[config.mk]
export PLATFORM = sky130hd
export DESIGN_NAME = jtf_framer
export DESIGN_NICKNAME = d
export VERILOG_FILES = /design/src/jtf_pkg.sv /design/src/jtf_prbs_gen.sv /design/src/jtf_framer.sv
export VERILOG_INCLUDE_DIRS = /design/src
export SDC_FILE = /design/constraint.sdc
export NUM_CORES = 1
export LEC_CHECK = 0
export ABC_AREA = 1
export BUFFER_PORTS_ARGS = -buffer_cell sky130_fd_sc_hd__buf_2
export CAP_MARGIN = 20
export CELL_PAD_IN_SITES_DETAIL_PLACEMENT = 0
export CELL_PAD_IN_SITES_GLOBAL_PLACEMENT = 1
export CORE_MARGIN = 2
export CORE_UTILIZATION = 44
export CTS_BUF_LIST = sky130_fd_sc_hd__clkbuf_4
export CTS_CLUSTER_SIZE = 14
export DETAILED_ROUTE_END_ITERATION = 8
export PLACE_DENSITY = 0.84
export SLEW_MARGIN = 20
export SYNTH_ARGS = -nofsm -noshare
export SYNTH_HDL_FRONTEND = slang
export SYNTH_SLANG_ARGS = --single-unit
[constraint.sdc]
create_clock -name mclk -period 2.8 [get_ports mclk]
set_input_delay 0.28 -clock mclk [delete_from_list [all_inputs] [get_ports mclk]]
set_output_delay 0.28 -clock mclk [all_outputs]
set_load 0.02 [all_outputs]
[src/jtf_defs.svh]
`ifndef JTF_DEFS_SVH
`define JTF_DEFS_SVH

// ****************************************
// Field widths, reset values, codes
// ****************************************
`define JTF_LANES 4
`define JTF_K_DEFAULT 6'h20
`define JTF_F_DEFAULT 5'h04
`define JTF_M_DEFAULT 4'h2
`define JTF_NP_DEFAULT 5'h10
`define JTF_ILAS_MF 3'h4
`define JTF_CHAR_K 8'hBC
`define JTF_CHAR_R 8'h1C
`define JTF_CHAR_A 8'h7C
`define JTF_CHAR_Q 8'h9C
`define JTF_CHECKER 8'h55
`define JTF_TOGGLE_HI 8'hFF
`define JTF_SCR_SEED 15'h7FFF
`define JTF_PRBS_SEED 31'h7FFFFFFF

// ****************************************
// Timing
// ****************************************
`define JTF_CLK_MHZ 200
`define JTF_INT_REF_NS 640
`define JTF_INT_REF_CYC ((`JTF_INT_REF_NS * `JTF_CLK_MHZ) / 1000)

`endif

[src/jtf_pkg.sv]
package jtf_pkg;

  // Framer configuration set applied at initialisation
  typedef struct packed {
    logic link_standard_select;
    logic [3:0] link_bank_ident;
    logic [7:0] link_device_ident;
    logic [4:0] first_lane_ident;
    logic [3:0] converter_count;
    logic [5:0] frames_per_multiframe;
    logic [4:0] octets_per_frame;
    logic [4:0] bits_per_sample;
    logic [7:0] multiblocks_per_extended;
    logic scramble_en;
    logic sysref_source_sel;
    logic [3:0] lane_enable_mask;
    logic [7:0] lane_route_map;
    logic manual_lane_route_en;
    logic [4:0] multiframe_phase_offset;
    logic [1:0] sync_request_input_sel;
    logic oversample_sel;
    logic sync_pad_differential_en;
    logic sync_pad_polarity_inv;
    logic relink_needs_new_ref;
    logic startup_ref_required;
    logic ref_edge_skip_en;
    logic [3:0] ref_edge_select_count;
    logic ref_ignore_when_up;
  } jtf_cfg_s;

  // Test data sources
  typedef enum logic [3:0] {
    TS_NORMAL = 4'h0,
    TS_CHECKER = 4'h1,
    TS_TOGGLE = 4'h2,
    TS_PRBS31 = 4'h3,
    TS_PRBS23 = 4'h4,
    TS_PRBS15 = 4'h5,
    TS_PRBS9 = 4'h6,
    TS_PRBS7 = 4'h7,
    TS_RAMP = 4'h8,
    TS_CUSTOM_PATTERN_REPEAT = 4'h9,
    TS_CUSTOM_PATTERN_SINGLE = 4'hA
  } jtf_test_e;

  // Link states
  typedef enum logic [2:0] {
    ST_IDLE = 3'b000,
    ST_WAIT_REF = 3'b001,
    ST_CGS = 3'b010,
    ST_ILAS = 3'b011,
    ST_DATA = 3'b100,
    ST_TEST = 3'b101
  } jtf_state_e;

  // Four lanes of one octet each
  typedef logic [3:0][7:0] jtf_lanes_t;

endpackage

[src/jtf_prbs_gen.sv]
`timescale 1ns/10ps
`default_nettype none

module jtf_prbs_gen
  import jtf_pkg::*;
(
  input wire logic mclk,
  input wire logic rst,
  input wire logic run,
  input wire jtf_test_e order_sel,
  output logic [7:0] prbs_octet
);
`include "jtf_defs.svh"

  logic [30:0] lfsr_r;
  logic [30:0] lfsr_nxt;
  logic [7:0] oct_r;
  logic [7:0] oct_nxt;

  // ****************************************
  // Eight LFSR steps per clock
  // ****************************************
  always_comb
  begin
    logic fb;
    fb = 1'b0;
    lfsr_nxt = lfsr_r;
    oct_nxt = oct_r;
    if (run)
    begin
      for (int i = 0; i < 8; i++)
      begin
        unique case (order_sel)
          TS_PRBS7: fb = lfsr_nxt[6] ^ lfsr_nxt[5];
          TS_PRBS9: fb = lfsr_nxt[8] ^ lfsr_nxt[4];
          TS_PRBS15: fb = lfsr_nxt[14] ^ lfsr_nxt[13];
          TS_PRBS23: fb = lfsr_nxt[22] ^ lfsr_nxt[17];
          default: fb = lfsr_nxt[30] ^ lfsr_nxt[27];
        endcase
        lfsr_nxt = {lfsr_nxt[29:0], fb};
        oct_nxt = {oct_nxt[6:0], fb};
      end
    end
  end

  // Generator registers
  always_ff @(posedge mclk)
  begin
    if (rst)
    begin
      lfsr_r <= `JTF_PRBS_SEED;
      oct_r <= 8'h00;
    end
    else
    begin
      lfsr_r <= lfsr_nxt;
      oct_r <= oct_nxt;
    end
  end

  assign prbs_octet = oct_r;

endmodule

`default_nettype wire

[src/jtf_framer.sv]
`timescale 1ns/10ps
`default_nettype none

module jtf_framer
  import jtf_pkg::*;
(
  input wire logic mclk,
  input wire logic rst,
  input wire logic framer_init,
  input wire jtf_cfg_s cfg_in,
  input wire logic [2:0] sync_single_in,
  input wire logic [2:0] sync_diff_in,
  input wire logic sysref_ext_in,
  input wire logic [31:0] sample_data,
  input wire logic sample_valid,
  input wire jtf_test_e test_source,
  input wire logic [15:0] custom_pattern,
  output jtf_lanes_t lane_data,
  output logic [3:0] lane_is_ctrl,
  output logic link_up,
  output logic ref_locked,
  output logic cfg_invalid
);
`include "jtf_defs.svh"

  // ****************************************
  // Declarations
  // ****************************************
  jtf_cfg_s cfg_r, cfg_nxt;
  logic bad_r, bad_nxt;
  jtf_state_e st_r, st_nxt;
  logic [2:0] sync_m_r, sync_s_r;
  logic [1:0] ref_m_r;
  logic ref_s_r, ref_d_r;
  logic [15:0] iref_r, iref_nxt;
  logic [3:0] edge_r, edge_nxt;
  logic ref_seen_r, ref_seen_nxt;
  logic relink_r, relink_nxt;
  logic [4:0] oct_r, oct_nxt;
  logic [5:0] frm_r, frm_nxt;
  logic [2:0] mfc_r, mfc_nxt;
  logic [31:0] hold_r, hold_nxt, prev_r, prev_nxt;
  logic [3:0][14:0] scr_r, scr_nxt;
  logic [7:0] tcnt_r, tcnt_nxt;
  logic once_r, once_nxt;
  jtf_test_e tsrc_r, tsrc_nxt;
  jtf_lanes_t out_r, out_nxt;
  logic [3:0] ctl_r, ctl_nxt;
  logic [7:0] prbs_oct;
  logic sync_req, ref_pulse, ref_raw, mf_end, cfg_ok;

  // Octet scrambler, polynomial 1 + x^14 + x^15
  function automatic logic [22:0] scr8(input logic [14:0] st, input logic [7:0] d);
    logic [14:0] s;
    logic [7:0] o;
    s = st;
    o = 8'h00;
    for (int i = 7; i >= 0; i--)
    begin
      o[i] = d[i] ^ s[13] ^ s[14];
      s = {s[13:0], o[i]};
    end
    return {s, o};
  endfunction

  // ****************************************
  // Configuration check and capture
  // ****************************************
  always_comb
  begin
    logic [8:0] fk;
    fk = 9'(cfg_in.octets_per_frame * cfg_in.frames_per_multiframe);
    cfg_ok = 1'b1;
    if (!(cfg_in.converter_count inside {4'h0, 4'h1, 4'h2, 4'h4, 4'h8}))
      cfg_ok = 1'b0;
    // K range and F times K
    if (cfg_in.frames_per_multiframe == 6'h00 || cfg_in.frames_per_multiframe > 6'h20
        || fk[1:0] != 2'b00)
      cfg_ok = 1'b0;
    if (!(cfg_in.octets_per_frame inside {5'h01, 5'h02, 5'h03, 5'h04, 5'h06, 5'h08,
        5'h0C, 5'h10}))
      cfg_ok = 1'b0;
    if (!(cfg_in.bits_per_sample inside {5'h0C, 5'h10, 5'h18}))
      cfg_ok = 1'b0;
    if ({1'b0, cfg_in.multiframe_phase_offset} >= cfg_in.frames_per_multiframe)
      cfg_ok = 1'b0;
    // sync select limited to three inputs
    if (cfg_in.sync_request_input_sel == 2'h3)
      cfg_ok = 1'b0;
    cfg_nxt = cfg_r;
    bad_nxt = bad_r;
    if (framer_init)
    begin
      bad_nxt = !cfg_ok;
      if (cfg_ok)
        cfg_nxt = cfg_in;
    end
  end

  // ****************************************
  // Input synchronisers and reference source
  // ****************************************
  always_ff @(posedge mclk)
  begin
    if (rst)
    begin
      sync_m_r <= 3'h0;
      sync_s_r <= 3'h0;
      ref_m_r <= 2'h0;
      ref_s_r <= 1'b0;
      ref_d_r <= 1'b0;
    end
    else
    begin
      sync_m_r <= sync_single_in;
      sync_s_r <= sync_m_r;
      ref_m_r <= {ref_m_r[0], sysref_ext_in};
      ref_s_r <= ref_raw;
      ref_d_r <= ref_s_r;
    end
  end

  // Internal reference pulse counter
  always_comb
  begin
    iref_nxt = (iref_r == 16'(`JTF_INT_REF_CYC - 1)) ? 16'h0000 : iref_r + 16'h0001;
    ref_raw = cfg_r.sysref_source_sel ? ref_m_r[1] : (iref_r == 16'h0000);
    ref_pulse = ref_s_r && !ref_d_r;
  end

  // Differential path goes through its own two stages
  logic [2:0] dif_m_r, dif_s_r;
  always_ff @(posedge mclk)
  begin
    if (rst)
    begin
      dif_m_r <= 3'h0;
      dif_s_r <= 3'h0;
    end
    else
    begin
      dif_m_r <= sync_diff_in;
      dif_s_r <= dif_m_r;
    end
  end

  // Sync request selection, active low request
  always_comb
  begin
    logic lvl;
    lvl = cfg_r.sync_pad_differential_en
        ? (dif_s_r[cfg_r.sync_request_input_sel] ^ cfg_r.sync_pad_polarity_inv)
        : sync_s_r[cfg_r.sync_request_input_sel];
    sync_req = !lvl;
  end

  // ****************************************
  // Reference qualification and phase counters
  // ****************************************
  always_comb
  begin
    logic take;
    take = 1'b0;
    edge_nxt = edge_r;
    ref_seen_nxt = ref_seen_r;
    relink_nxt = relink_r;
    oct_nxt = oct_r;
    frm_nxt = frm_r;
    mf_end = (oct_r == cfg_r.octets_per_frame - 5'h01)
        && (frm_r == cfg_r.frames_per_multiframe - 6'h01);
    if (oct_r >= cfg_r.octets_per_frame - 5'h01)
    begin
      oct_nxt = 5'h00;
      frm_nxt = (frm_r >= cfg_r.frames_per_multiframe - 6'h01) ? 6'h00 : frm_r + 6'h01;
    end
    else
      oct_nxt = oct_r + 5'h01;
    if (framer_init)
    begin
      ref_seen_nxt = 1'b0;
      edge_nxt = 4'h0;
      relink_nxt = 1'b0;
    end
    // drop of link may demand a new reference
    if (st_r == ST_DATA && sync_req && !cfg_r.link_standard_select
        && cfg_r.relink_needs_new_ref)
    begin
      ref_seen_nxt = 1'b0;
      edge_nxt = 4'h0;
      relink_nxt = 1'b1;
    end
    if (ref_pulse && !(cfg_r.ref_ignore_when_up && st_r == ST_DATA))
    begin
      if (cfg_r.ref_edge_skip_en && edge_r != cfg_r.ref_edge_select_count)
        edge_nxt = edge_r + 4'h1;
      else
        take = 1'b1;
    end
    if (take)
    begin
      // Set wins over any clear in the same cycle
      ref_seen_nxt = 1'b1;
      relink_nxt = 1'b0;
      oct_nxt = 5'h00;
      frm_nxt = {1'b0, cfg_r.multiframe_phase_offset};
    end
  end

  // ****************************************
  // Link state machine
  // ****************************************
  always_comb
  begin
    st_nxt = st_r;
    mfc_nxt = mfc_r;
    unique case (st_r)
      ST_IDLE:
        if (framer_init && cfg_ok)
          st_nxt = ST_WAIT_REF;
      ST_WAIT_REF:
        if (ref_seen_r || (!cfg_r.startup_ref_required && !relink_r))
          // C flow has no code group phase
          st_nxt = cfg_r.link_standard_select ? ST_DATA : ST_CGS;
      ST_CGS:
        if (!sync_req && mf_end && ref_seen_r)
        begin
          st_nxt = ST_ILAS;
          mfc_nxt = 3'h0;
        end
      ST_ILAS:
        if (mf_end)
        begin
          mfc_nxt = mfc_r + 3'h1;
          if (mfc_r == `JTF_ILAS_MF - 3'h1)
            st_nxt = ST_DATA;
        end
      ST_DATA:
        if (sync_req && !cfg_r.link_standard_select)
          st_nxt = cfg_r.relink_needs_new_ref ? ST_WAIT_REF : ST_CGS;
      ST_TEST:
        if (test_source == TS_NORMAL)
          st_nxt = ST_WAIT_REF;
    endcase
    if (test_source != TS_NORMAL && st_r != ST_IDLE)
      st_nxt = ST_TEST;
    if (framer_init)
      st_nxt = cfg_ok ? ST_WAIT_REF : ST_IDLE;
  end

  // ****************************************
  // Lane octet assembly
  // ****************************************
  always_comb
  begin
    logic [31:0] word;
    logic [3:0][7:0] fl;
    logic [3:0] fk;
    logic [22:0] sres;
    logic [7:0] tpat;
    logic [1:0] src;
    logic [2:0] below;
    word = 32'h0000_0000;
    sres = 23'h000000;
    tpat = 8'h00;
    src = 2'h0;
    below = 3'h0;
    hold_nxt = sample_valid ? sample_data : hold_r;
    prev_nxt = sample_valid ? hold_r : prev_r;
    scr_nxt = scr_r;
    // Pattern counters restart whenever the source changes
    tsrc_nxt = test_source;
    tcnt_nxt = (st_r == ST_TEST && test_source == tsrc_r) ? tcnt_r + 8'h01 : 8'h00;
    once_nxt = (st_r == ST_TEST && test_source == tsrc_r) ? (once_r || tcnt_r[0]) : 1'b0;
    // repeat or oversample when no new sample
    if (sample_valid)
      word = sample_data;
    else if (!cfg_r.oversample_sel)
      word = hold_r;
    else
      for (int b = 0; b < 4; b++)
        word[b*8 +: 8] = 8'(({1'b0, hold_r[b*8 +: 8]} + {1'b0, prev_r[b*8 +: 8]}) >> 1);
    fl = '0;
    fk = 4'h0;
    for (int f = 0; f < 4; f++)
    begin
      below = 3'h0;
      for (int j = 0; j < f; j++)
        below = below + {2'b00, cfg_r.lane_enable_mask[j]};
      unique case (st_r)
        ST_CGS:
        begin
          fl[f] = `JTF_CHAR_K;
          fk[f] = 1'b1;
        end
        ST_ILAS:
        begin
          if (oct_r == 5'h00 && frm_r == 6'h00)
          begin
            fl[f] = `JTF_CHAR_R;
            fk[f] = 1'b1;
          end
          else if (mf_end)
          begin
            fl[f] = `JTF_CHAR_A;
            fk[f] = 1'b1;
          end
          else if (mfc_r == 3'h1 && frm_r == 6'h00 && oct_r == 5'h01)
          begin
            fl[f] = `JTF_CHAR_Q;
            fk[f] = 1'b1;
          end
          else if (mfc_r == 3'h1 && frm_r == 6'h01)
          begin
            unique case (oct_r[2:0])
              3'h0: fl[f] = cfg_r.link_device_ident;
              3'h1: fl[f] = {4'h0, cfg_r.link_bank_ident};
              3'h2: fl[f] = {3'h0, 5'(cfg_r.first_lane_ident + {2'b00, below})};
              3'h3: fl[f] = {7'h00, cfg_r.scramble_en};
              3'h4: fl[f] = {4'h0, cfg_r.converter_count};
              3'h5: fl[f] = {2'b00, cfg_r.frames_per_multiframe};
              3'h6: fl[f] = {3'h0, cfg_r.octets_per_frame};
              3'h7: fl[f] = {3'h0, cfg_r.bits_per_sample};
            endcase
          end
          else
            fl[f] = {3'h0, oct_r};
        end
        ST_DATA:
        begin
          fl[f] = word[f*8 +: 8];
          if (cfg_r.scramble_en && !cfg_r.link_standard_select)
          begin
            sres = scr8(scr_r[f], fl[f]);
            scr_nxt[f] = sres[22:8];
            fl[f] = sres[7:0];
          end
        end
        default: fl[f] = 8'h00;
      endcase
    end
    // 16-bit custom word once or repeated
    unique case (test_source)
      TS_CHECKER: tpat = `JTF_CHECKER;
      TS_TOGGLE: tpat = tcnt_r[0] ? `JTF_TOGGLE_HI : 8'h00;
      TS_RAMP: tpat = tcnt_r;
      TS_CUSTOM_PATTERN_REPEAT: tpat = tcnt_r[0] ? custom_pattern[7:0] : custom_pattern[15:8];
      TS_CUSTOM_PATTERN_SINGLE:
        tpat = (once_r || test_source != tsrc_r) ? 8'h00
            : (tcnt_r[0] ? custom_pattern[7:0] : custom_pattern[15:8]);
      default: tpat = prbs_oct;
    endcase
    for (int p = 0; p < 4; p++)
    begin
      src = cfg_r.manual_lane_route_en ? cfg_r.lane_route_map[p*2 +: 2] : 2'(p);
      out_nxt[p] = fl[src];
      ctl_nxt[p] = fk[src];
      if (st_r == ST_TEST)
      begin
        out_nxt[p] = tpat;
        ctl_nxt[p] = 1'b0;
      end
      if (!cfg_r.lane_enable_mask[p])
      begin
        out_nxt[p] = 8'h00;
        ctl_nxt[p] = 1'b0;
      end
    end
  end

  // ****************************************
  // State registers
  // ****************************************
  always_ff @(posedge mclk)
  begin
    if (rst)
    begin
      cfg_r <= '0;
      cfg_r.frames_per_multiframe <= `JTF_K_DEFAULT;
      cfg_r.octets_per_frame <= `JTF_F_DEFAULT;
      cfg_r.converter_count <= `JTF_M_DEFAULT;
      cfg_r.bits_per_sample <= `JTF_NP_DEFAULT;
      bad_r <= 1'b0;
      st_r <= ST_IDLE;
      iref_r <= 16'h0000;
      edge_r <= 4'h0;
      ref_seen_r <= 1'b0;
      relink_r <= 1'b0;
      oct_r <= 5'h00;
      frm_r <= 6'h00;
      mfc_r <= 3'h0;
      hold_r <= 32'h0000_0000;
      prev_r <= 32'h0000_0000;
      scr_r <= {4{`JTF_SCR_SEED}};
      tcnt_r <= 8'h00;
      once_r <= 1'b0;
      tsrc_r <= TS_NORMAL;
      out_r <= '0;
      ctl_r <= 4'h0;
    end
    else
    begin
      cfg_r <= cfg_nxt;
      bad_r <= bad_nxt;
      st_r <= st_nxt;
      iref_r <= iref_nxt;
      edge_r <= edge_nxt;
      ref_seen_r <= ref_seen_nxt;
      relink_r <= relink_nxt;
      oct_r <= oct_nxt;
      frm_r <= frm_nxt;
      mfc_r <= mfc_nxt;
      hold_r <= hold_nxt;
      prev_r <= prev_nxt;
      scr_r <= scr_nxt;
      tcnt_r <= tcnt_nxt;
      once_r <= once_nxt;
      tsrc_r <= tsrc_nxt;
      out_r <= out_nxt;
      ctl_r <= ctl_nxt;
    end
  end

  // PRBS source for test mode
  jtf_prbs_gen u_prbs (
    .mclk(mclk),
    .rst(rst),
    .run(st_r == ST_TEST),
    .order_sel(test_source),
    .prbs_octet(prbs_oct)
  );

  // Outputs
  assign lane_data = out_r;
  assign lane_is_ctrl = ctl_r;
  assign link_up = (st_r == ST_DATA);
  assign ref_locked = ref_seen_r;
  assign cfg_invalid = bad_r;

endmodule

`default_nettype wire

# Word-level counts from Yosys, hierarchy flattened
# Cells that the tools add are included.
op_classes:
  multipliers: 1
  n_bitwise: 110
  add_sub_neg: 17
  muxes: 114
  reduce_logical: 66
  n_lt_le_gt_ge: 9
  n_eq_ne: 56
op_table:
  columns: ["operator", "n"]
  rows:
  - ["one-hot mux 8 bit (8 select lines)", 4]
  - ["two-way mux 8 bit", 31]
  - ["bitwise XOR 1 bit", 105]
  - ["one-hot mux 8 bit (3 select lines)", 4]
  - ["binary-select mux 8 bit (select 2 bit)", 4]
  - ["two-way mux 32 bit", 2]
  - ["one-hot mux 8 bit (5 select lines)", 1]
  - ["adder 8 x 8 -> 9 bit", 4]
  - ["two-way mux 3 bit", 12]
  - ["one-hot mux 1 bit (4 select lines)", 8]
  - ["two-way mux 1 bit", 27]
  - ["inequality test 4 bit, second input constant", 6]
  - ["equality test 4 x 3 -> 1 bit, second input constant", 5]
  - ["logical AND 1 bit", 20]
  - ["equality test 3 bit, second input constant", 6]
  - ["one-hot mux 3 bit (6 select lines)", 1]
  - ["adder 16 x 1 -> 16 bit, second input constant", 1]
  - ["equality test 16 x 7 -> 1 bit, second input constant", 1]
  - ["equality test 4 bit, second input constant", 4]
  - ["zero test 16 bit", 1]
  - ["two-way mux 4 bit", 4]
  - ["equality test 3 x 2 -> 1 bit, second input constant", 5]
  - ["equality test 5 x 4 -> 1 bit, second input constant", 3]
  - ["equality test 5 bit, second input constant", 3]
  - ["other kinds (54)", 111]
word_totals:
  ff_bits: 339
  input_bits: 142

# Longest topological paths before layout
# Gate-level depths: netlist of the first run.
depth:
  depth_word: 13
  depth_mapped: 21
  ltp_nobuf: 21

# Modules after synthesis
# Synthesis of the first run repeated with hierarchy kept, for this count alone.
unflattened:
  cells_unflattened: 2978
  area_unflattened_um2: 19811.5
modules_own_cells:
  columns: ["module", "cells_each", "n_inst", "area_each_um2"]
  rows:
  - ["jtf_framer", 2663, 1, 17678.2]
  - ["jtf_prbs_gen", 315, 1, 2133.3]

# Worst setup path before layout of the first run
# No wires, ideal clock.
synth_path:
  kind: "register to register"
  from: "register cfg_r[51] in the netlist's numbering"
  to: "register out_r, in the netlist lane_data[2]"
  t_required_ns: 2.687
  t_arrival_ns: 2.349
  slack_ns: 0.339
  period_less_slack_ns: 2.461
  setup_ns: 0.113
  path_stages_with_launch: 20
  path_buffers: 0
  path_cell_list: "dfxtp_1 > inv_1 > nand3_1 > nor3_1 > xor2_1 > ha_1 > nand2_1 > inv_1 > nand2_1 > nor2_1 > nand2_1 > nand2_1 > nor2_1 > a21oi_1 > nor2_1 > nand3_1 > nand3_1 > nand2_1 > nand2_1 > nand2_1"
synth_via:
  elab_chain_cells: 9
synth_lines:
  columns: ["item", "line", "rtl"]
  rows:
  - ["from (decl)", "jtf_framer.sv:29", "jtf_cfg_s cfg_r, cfg_nxt;"]
  - ["from (signal assigned)", "jtf_framer.sv:402", "cfg_r <= cfg_nxt;"]
  - ["subtractor 6 x 1 -> 6 bit (*)", "jtf_framer.sv:170", "&& (frm_r == cfg_r.frames_per_multiframe - 6'h01);"]
  - ["equality test 6 bit (*)", "jtf_framer.sv:170", null]
  - ["logical AND 1 bit (*)", "jtf_framer.sv:170", null]
  - ["two-way mux 8 bit", "jtf_framer.sv:302", "else if (mf_end)"]
  - ["two-way mux 8 bit", "jtf_framer.sv:297", "if (oct_r == 5'h00 && frm_r == 6'h00)"]
  - ["one-hot mux 8 bit (3 select lines)", "jtf_framer.sv:289", "unique case (st_r)"]
  - ["binary-select mux 8 bit (select 2 bit) (*)", "jtf_framer.sv:355", "out_nxt[p] = fl[src];"]
  - ["two-way mux 8 bit (not written as such) (*)", "jtf_framer.sv:355", null]
  - ["two-way mux 8 bit (*)", "jtf_framer.sv:357", "if (st_r == ST_TEST)"]
  - ["to (signal assigned)", "jtf_framer.sv:418", "out_r <= out_nxt;"]
  - ["to (decl)", "jtf_framer.sv:47", "jtf_lanes_t out_r, out_nxt;"]
# Mark *: on every way between the ends. The rest lies on a longest branch, timed or not. The select of a mux whose other input is x is not followed.
# A chain may end at the register's enable or synchronous reset.

# Worst setup path in the final report of the first run
layout_path:
  from: "register oct_r[1]"
  to: "register out_r, in the netlist lane_data[11]"
layout_via:
  elab_chain_cells: 10
layout_lines:
  columns: ["item", "line", "rtl"]
  rows:
  - ["from (decl)", "jtf_framer.sv:39", "logic [4:0] oct_r, oct_nxt;"]
  - ["from (signal assigned)", "jtf_framer.sv:409", "oct_r <= oct_nxt;"]
  - ["equality test 3 bit (tied with other cells)", "jtf_framer.sv:314", "unique case (oct_r[2:0])"]
  - ["one-hot mux 8 bit (8 select lines)", "jtf_framer.sv:314", null]
  - ["two-way mux 8 bit", "jtf_framer.sv:312", "else if (mfc_r == 3'h1 && frm_r == 6'h01)"]
  - ["two-way mux 8 bit", "jtf_framer.sv:307", "else if (mfc_r == 3'h1 && frm_r == 6'h00 && oct_r == 5'h01)"]
  - ["two-way mux 8 bit", "jtf_framer.sv:302", null]
  - ["two-way mux 8 bit", "jtf_framer.sv:297", null]
  - ["one-hot mux 8 bit (3 select lines)", "jtf_framer.sv:289", null]
  - ["binary-select mux 8 bit (select 2 bit) (*)", "jtf_framer.sv:355", null]
  - ["two-way mux 8 bit (not written as such) (*)", "jtf_framer.sv:355", null]
  - ["two-way mux 8 bit (*)", "jtf_framer.sv:357", null]
# Marks and branches as above.

==> results of run 1 <==
[Yosys cell counts, types with 6 or more instances]
master / number
o21ai_1: 11
xor2_1: 51
buf_2: 27
dfxtp_1: 339
inv_1: 260
nand3_2: 6
ha_1: 67
nand3_1: 371
or2_2: 24
o211ai_1: 34
inv_2: 19
nand4_1: 56
nand2_1: 775
o21ai_0: 135
a21boi_0: 8
a21oi_1: 218
nor2_1: 285
nor2_2: 6
o22ai_1: 6
fa_1: 7
nand3b_1: 26
xnor2_1: 29
a211oi_1: 6
clkbuf_1: 74
nor3_1: 14
buf_1: 13
[logic make-up after synthesis]
| logic type | count (synthesis) |
|---|---|
| flops | 339 |
| compound gates | 453 |
| fa+ha+maj | 74 |
| xor+xnor | 80 |
| buf+inv | 399 |
| simple gates | 1580 |
[flip-flops by register name, indices dropped and copies added, names as in the netlist, 5 cells and up]
register,cells
cfg_r,71
scr_r,60
hold_r,32
lane_data,32
prev_r,32
u_prbs.lfsr_r,31
iref_r,16
tcnt_r,8
u_prbs.prbs_octet,8
frm_r,6
oct_r,5
[critical path: stages, from the launching register on]
cell,delay (ns)
dfxtp_1,0.44
inv_1,0.19
ha_1,0.29
inv_1,0.14
nor2_1,0.07
nand2_1,0.05
nand2_1,0.05
nor2_1,0.28
o21ai_0,0.17
nand2_1,0.09
nand2_1,0.06
nand2_1,0.07
nand2_1,0.06
nand2_1,0.14
nand4_1,0.11
nand3_1,0.13
nand2_1,0.12
nand2_1,0.07
nand2_1,0.04
[cell type report]
class | instances | share of cell area [%]
Multi-Input combinational cell | 2187 | 47.30
Sequential cell | 339 | 28.24
Timing Repair Buffer | 391 | 11.98
Inverter | 283 | 4.429
Clock buffer | 135 | 4.216
Tap cell | 585 | 3.045
Clock inverter | 31 | 0.7339
Antenna cell | 5 | 0.05205
[timing repair]
action                     4_1_cts  5_1_grt
hold endpoints to repair       182        0
buffers inserted                 0        2
gates cloned                     0        0
resized for setup               11       73
pin swaps                        0       14
setup endpoints to repair       32       35
hold buffers                   136        0
[power groups by stage]
stage	clock network (uW)	registers [uW]	logic, uW
floorplan	0	5180	1410
global placement	0	5230	2020
detailed placement	0	5240	2050
CTS	4680	5130	2210
global route	4970	5150	2600
finish	4560	5130	2330
[final timing paths]
check                        start                        to  slack (ns)
max            oct_r[1]$_SDFF_PP0_  lane_data[11]$_SDFF_PP0_        0.14
min             custom_pattern[15]  lane_data[23]$_SDFF_PP0_        0.06
min reg2reg  ref_m_r[0]$_SDFF_PP0_     ref_m_r[1]$_SDFF_PP0_        0.39
max reg2reg    oct_r[1]$_SDFF_PP0_  lane_data[11]$_SDFF_PP0_        0.14
[routing by layer]
layer  wire, um  global-route usage (%)
met4       2395                   12.36
met5          0                       0
met3       3757                   5.287
met1      28460                   35.61
met2      30810                   49.41
[through the flow]
step | instance area [sq um] | utilization, % | setup TNS (ns) | power (uW)
CTS | 23750 | 54.89 | 0 | 12020
floorplan | 19380 | - | 0 | 6585
global route | 24040 | 55.56 | -0.3096 | 12720
global placement | 21150 | 48.88 | -0.3552 | 7255
finish | 24040 | 55.56 | 0 | 12020
detailed placement | 21150 | 48.88 | -2.696 | 7284
[layout by cell type, fill, tap and decap left out, types with 28 or more instances in the layout]
cell type and instances:
a21oi_1 203, buf_2 171, buf_4 80, clkbuf_4 135, dfxtp_1 337, dlygate4sd3_1 136, ha_1 64, inv_1 255
inv_2 28, nand2_1 754, nand3_1 364, nand4_1 56, nor2_1 277, o211ai_1 34, o21ai_0 134, xnor2_1 29
xor2_1 51
==> impl_metrics.csv, run 1 <==
group,metric,value,unit
grt,grt_pass1_vias,20340,
grt,globalRoute.totalOverflow,0,
detailed_routing,routedWlPerCell,16.54,um
yosys,synth-adder-area-share,5.049,%
yosys,yosys_warnings,0,
floorplan,die_area,45740,sq um
yosys,synth.area.top_cells,"dfxtp_1, nand2_1, nand3_1",
yosys,synth_compound_area_share,13.11,%
power_and_ir_drop,combPwrFrac,19.4,%
layout,final_nets,3513,
run,drv_cap,0,
yosys,ys_seq_area_share,35.02,%
worst_setup_path,startpoint_type,"flip-flop",
yosys,synth_cell_types,53,
placement,dpl.hpwl,47720,um
timing,fmax,0.3757,GHz
clock_tree,clk_path_buf_depth,3,
yosys,postSynth.asyncResetShare,0,%
yosys,synth_largest_area_cell,"dfxtp_1",
yosys,post_synth.cell_area_avg,6.625,sq um
grt,antenna_found_initial,6,
power_and_ir_drop,vdd_ir_drop_max,0.5423,mV
clock_tree,clk_latency,0.86,ns
yosys,synth.top_cell.area_share,35.02,%
detailed_routing,vias,20910,
worst_setup_path,end_kind,"flip-flop",
layout,drive_above_1_share,15.89,%
clock_tree,cts_tree,"built",
timing,hold_slack,0.05652,ns
layout,ff_latch_area,6789,sq um
floorplan,top_level_ports,181,
worst_setup_path,reg2reg_depth,18,
timing,fin_crit_sh,95.05,%
layout,fill_cells,4322,
worst_setup_path,worst-path-max-fanout,5,
power_and_ir_drop,swShare,31.53,%
layout,fin_cells,3956,
yosys,syn_nets,3141,
floorplan,initial_core_util,44.79,%
grt,grt.total_usage,28.89,%
yosys,synth_xor_area_share,3.616,%
timing,rsz0062_at_grt,"yes",
detailed_routing,viasPerCell,5.286,
yosys,synth_top_family_by_area,"simple AND/OR/NAND/NOR gates",
timing,setup_viol,0,
layout,syn2layout_area_growth,24.05,%
detailed_routing,firstDrtPassIters,8,
yosys,synth-simple-area-share,35.26,%
yosys,syn_area,19380,sq um
clock_tree,numCtsBuffers,95,
hold_path,hold_depth,6,
layout,multiInputGateArea,11370,sq um
power_and_ir_drop,cell_internal_pwr,8232,uW
power_and_ir_drop,netSwitchingPower,3791,uW
floorplan,die_w,213.9,um
hold_path,hp-class,"in2reg",
yosys,synth-edff-count,0,
timing,worstMarginPinSlew,0.8748,ns
worst_setup_path,path_class,"reg2reg",
timing,period_minus_slack,2.662,ns
timing,maxSlewViolCount,0,
grt,grt_max_degree,57,
power_and_ir_drop,powerDensity,500.1,nW/um^2
status,outcome,"completed",
floorplan,core,43270,sq um
yosys,syn_inst,2925,
clock_tree,htreeDepth,3,
detailed_routing,drt_iter0_drc,1638,
timing,finClkSkew,0.04494,ns
clock_tree,cts-root-buf,"clkbuf_4",
detailed_routing,drc_errors,0,
placement,port_buffers,172,
placement,pre_cts_ws,-0.1540,ns
yosys,muxShareOfSynthArea,0,%
grt,grt_pass1_wl,103800,um
yosys,ys_seq_elements,339,
detailed_routing,totalWireLength,65420,um
placement,gp_congestion,0.9125,
timing,hold_viol,0,
worst_setup_path,cp.required,3.55,ns
floorplan,dieHeight,213.9,um
yosys,synth_ff_type,"dfxtp_1",
floorplan,num_rows,76,
clock_tree,cts.sinks,339,
timing,setup_ws,0.1385,ns
worst_setup_path,critPathArrivalTime,3.41,ns
timing,max_slew_margin,41.60,%
power_and_ir_drop,pwr-share-seq,42.7,%
power_and_ir_drop,power.share.clock,37.9,%
clock_tree,path_clk_slew,0.07,ns
detailed_routing,final_antenna_net_count,0,
power_and_ir_drop,p_leak,0.01112,uW
placement,dpl.cell_count,3647,
(Power assumes the default switching activity.)
==> inputs of run 2 (changes only) <==
--- a/config.mk
+++ b/config.mk
@@ -12,11 +12,12 @@
 export CELL_PAD_IN_SITES_DETAIL_PLACEMENT = 0
 export CELL_PAD_IN_SITES_GLOBAL_PLACEMENT = 1
 export CORE_MARGIN = 2
-export CORE_UTILIZATION = 44
-export CTS_BUF_LIST = sky130_fd_sc_hd__clkbuf_4
+export CORE_UTILIZATION = 43
+export CTS_BUF_LIST = sky130_fd_sc_hd__clkbuf_16
 export CTS_CLUSTER_SIZE = 14
 export DETAILED_ROUTE_END_ITERATION = 8
-export PLACE_DENSITY = 0.84
+export GPL_TIMING_DRIVEN = 0
+export PLACE_DENSITY = 0.83
 export SLEW_MARGIN = 20
 export SYNTH_ARGS = -nofsm -noshare
 export SYNTH_HDL_FRONTEND = slang
==> impl_metrics.csv, run 2 (synthesis gave the netlist of run 1 again) <==
group,metric,value,unit
timing,max_slew_margin,26.79,%
floorplan,die_w,216.3,um
layout,final_nets,3415,
status,violations,"negative setup slack",
timing,period_minus_slack,2.810,ns
clock_tree,numCtsBuffers,41,
layout,diodes,0,
floorplan,core,44320,sq um
timing,setup_ws,-0.009886,ns
clock_tree,cts_tree,"built",
timing,fmax,0.3559,GHz
timing,finClkSkew,0.02582,ns
power_and_ir_drop,p_leak,0.01064,uW
hold_path,min_from,"sample_data[0]",
floorplan,top_level_ports,181,
worst_setup_path,reg2reg_depth,21,
layout,regMostFlops,"cfg_r",
power_and_ir_drop,vdd_ir_drop_max,0.4700,mV
grt,grt_pass1_wl,110200,um
clock_tree,cts-root-buf,"clkbuf_16",
worst_setup_path,critPathArrivalTime,3.32,ns
layout,final_common_cell,"nand2_1",
grt,grt.total_usage,30.15,%
layout,largest_reg_flops,71,
clock_tree,clk_latency,0.58,ns
worst_setup_path,path_class,"reg2reg",
detailed_routing,drt_iter0_drc,1613,
grt,grt_max_degree,15,
worst_setup_path,crit_end,"lane_data[28]$_SDFF_PP0_",
power_and_ir_drop,cell_internal_pwr,8957,uW
detailed_routing,viasPerCell,5.414,
detailed_routing,drc_errors,0,
detailed_routing,totalWireLength,71510,um
worst_setup_path,reg2reg_to,"lane_data[28]$_SDFF_PP0_",
timing,hold_viol,0,
run,drv_cap,0,
power_and_ir_drop,pwr-share-seq,39.8,%
clock_tree,path_clk_slew,0.06,ns
layout,final_cell_mix,"nand2_1, nand3_1, dfxtp_1",
hold_path,hold_depth,3,
power_and_ir_drop,netSwitchingPower,3903,uW
power_and_ir_drop,power.share.clock,42.3,%
layout,fill_cells,4452,
status,outcome,"finished, violations left",
floorplan,dieHeight,216.3,um
timing,maxSlewViolCount,0,
timing,hold_slack,0.02151,ns
layout,reg_top3,"cfg_r: 71 flops, scr_r: 60 flops",
layout,drive_above_1_share,13.56,%
timing,worstMarginPinSlew,1.098,ns
grt,globalRoute.totalOverflow,0,
layout,syn2layout_area_growth,20.41,%
clock_tree,clk_path_buf_depth,3,
floorplan,die_area,46780,sq um
power_and_ir_drop,powerDensity,551.1,nW/um^2
worst_setup_path,end_kind,"flip-flop",
placement,gp_congestion,1.015,
detailed_routing,firstDrtPassIters,8,
timing,fin_crit_sh,100.4,%
floorplan,initial_core_util,43.73,%
detailed_routing,vias,20690,
detailed_routing,final_antenna_net_count,0,
grt,antenna_found_initial,1,
hold_path,hp-class,"in2reg",
detailed_routing,routedWlPerCell,18.72,um
worst_setup_path,cp.required,3.31,ns
floorplan,num_rows,77,
power_and_ir_drop,swShare,30.35,%
placement,dpl.hpwl,55750,um
timing,rsz0062_at_grt,"yes",
grt,grt_pass1_vias,19860,
worst_setup_path,startpoint_type,"flip-flop",
worst_setup_path,reg2reg_from,"cfg_r[27]$_SDFFE_PP0P_",
clock_tree,cts.sinks,339,
worst_setup_path,worst-path-max-fanout,4,
placement,port_buffers,171,
timing,setup_viol,2,
worst_setup_path,ff2ff_setup_slack,-0.01,ns
layout,fin_util,52.65,%
worst_setup_path,startpoint,"cfg_r[27]$_SDFFE_PP0P_",
power_and_ir_drop,combPwrFrac,17.9,%
clock_tree,htreeDepth,2,
## run 2: cell types whose count changed in the layout (fill, tap and decap cells not counted), moves of 7 or more
cell           previous run  this run
buf_1                     0        13
buf_2                   171       198
nand2_2                  17        26
nand3_1                 364       350
nand2_1                 754       747
clkbuf_16                 0        41
clkinv_1                 24         9
buf_4                    80        18
clkbuf_4                135         0
clkbuf_1                  0        74
nand3_2                  13        24
dlygate4sd3_1           136        44
## run 2: metal layers
| metal | GRT usage, % | routed length [um] | vias up |
|---|---|---|---|
| met5 | 0 | 7 | - |
| met4 | 11.42 | 2694 | 2 |
| met1 | 37.30 | 30380 | 9736 |
| li1 | - | - | 10170 |
| met3 | 4.112 | 3812 | 137 |
| met2 | 53.12 | 34620 | 638 |
## run 2: critical path, stage by stage (launching register included)
cell and delay [ns]:
dfxtp_4 0.38, ha_4 0.28, inv_2 0.04, fa_2 0.38, fa_2 0.39, inv_2 0.08, nand2_2 0.07, o21ai_2 0.14
nand3_1 0.09, nand2_1 0.08, nand2_1 0.05, nand2_1 0.07, nand2_1 0.05, nand2_1 0.06, nand2_1 0.04, nand2_1 0.09
inv_2 0.07, nand3_1 0.09, nand3_2 0.12, nand2_2 0.09, nand2_1 0.05, nand2_1 0.06
## run 2: through the flow
stage                     total power [uW]  instance area [sq um]  setup TNS, ns  std cells  setup slack [ns]
final                                12860                  23330       -0.01017       3821         -0.009886
after global routing                 13380                  23330         -2.226       3821           -0.1769
after CTS                            12820                  22970              0       3806          0.002981
after detailed placement              7316                  20980         -12.43       3688           -0.4762
after global placement                7288                  20980         -9.609       3688           -0.3451
after floorplan                       6585                  19380              0       2925            0.3385
## run 2: power groups by stage
stage          combinational (uW)  clock, uW  sequential (uW)
6_report                     2300       5440             5110
3_3_place_gp                 2080          0             5210
2_1_floorplan                1410          0             5180
5_1_grt                      2540       5710             5130
3_5_place_dp                 2100          0             5220
4_1_cts                      2200       5510             5110
## run 2: final cells by class
cell class                 count  area [sq um]  area share [%]
clock inverter                32         330.3           1.416
timing repair buffer         231          1416           6.070
tap                          592         740.7           3.174
multi-input combinational   2187         11480           49.20
inverter                     283          1069           4.579
sequential                   339          6795           29.12
buffer                       116         476.7           2.043
clock buffer                  41          1026           4.397
## run 2: worst min-delay path by stage
stage,endpoint
6_report,hold_r[0]$_SDFFE_PP0P_
5_1_grt,cfg_r[24]$_SDFFE_PP0P_
4_1_cts,cfg_r[24]$_SDFFE_PP0P_
3_5_place_dp,ref_m_r[1]$_SDFF_PP0_
3_3_place_gp,dif_s_r[2]$_SDFF_PP0_
2_1_floorplan,dif_m_r[0]$_SDFF_PP0_
## run 2: what timing repair did
action | CTS | global route
endpoints found under the hold margin | 44 | 0
gates resized for setup | 48 | 78
setup buffers | 1 | 15
pin swaps | 8 | 30
setup endpoints to repair | 36 | 39
hold buffers | 44 | 0
cloned | 0 | 0
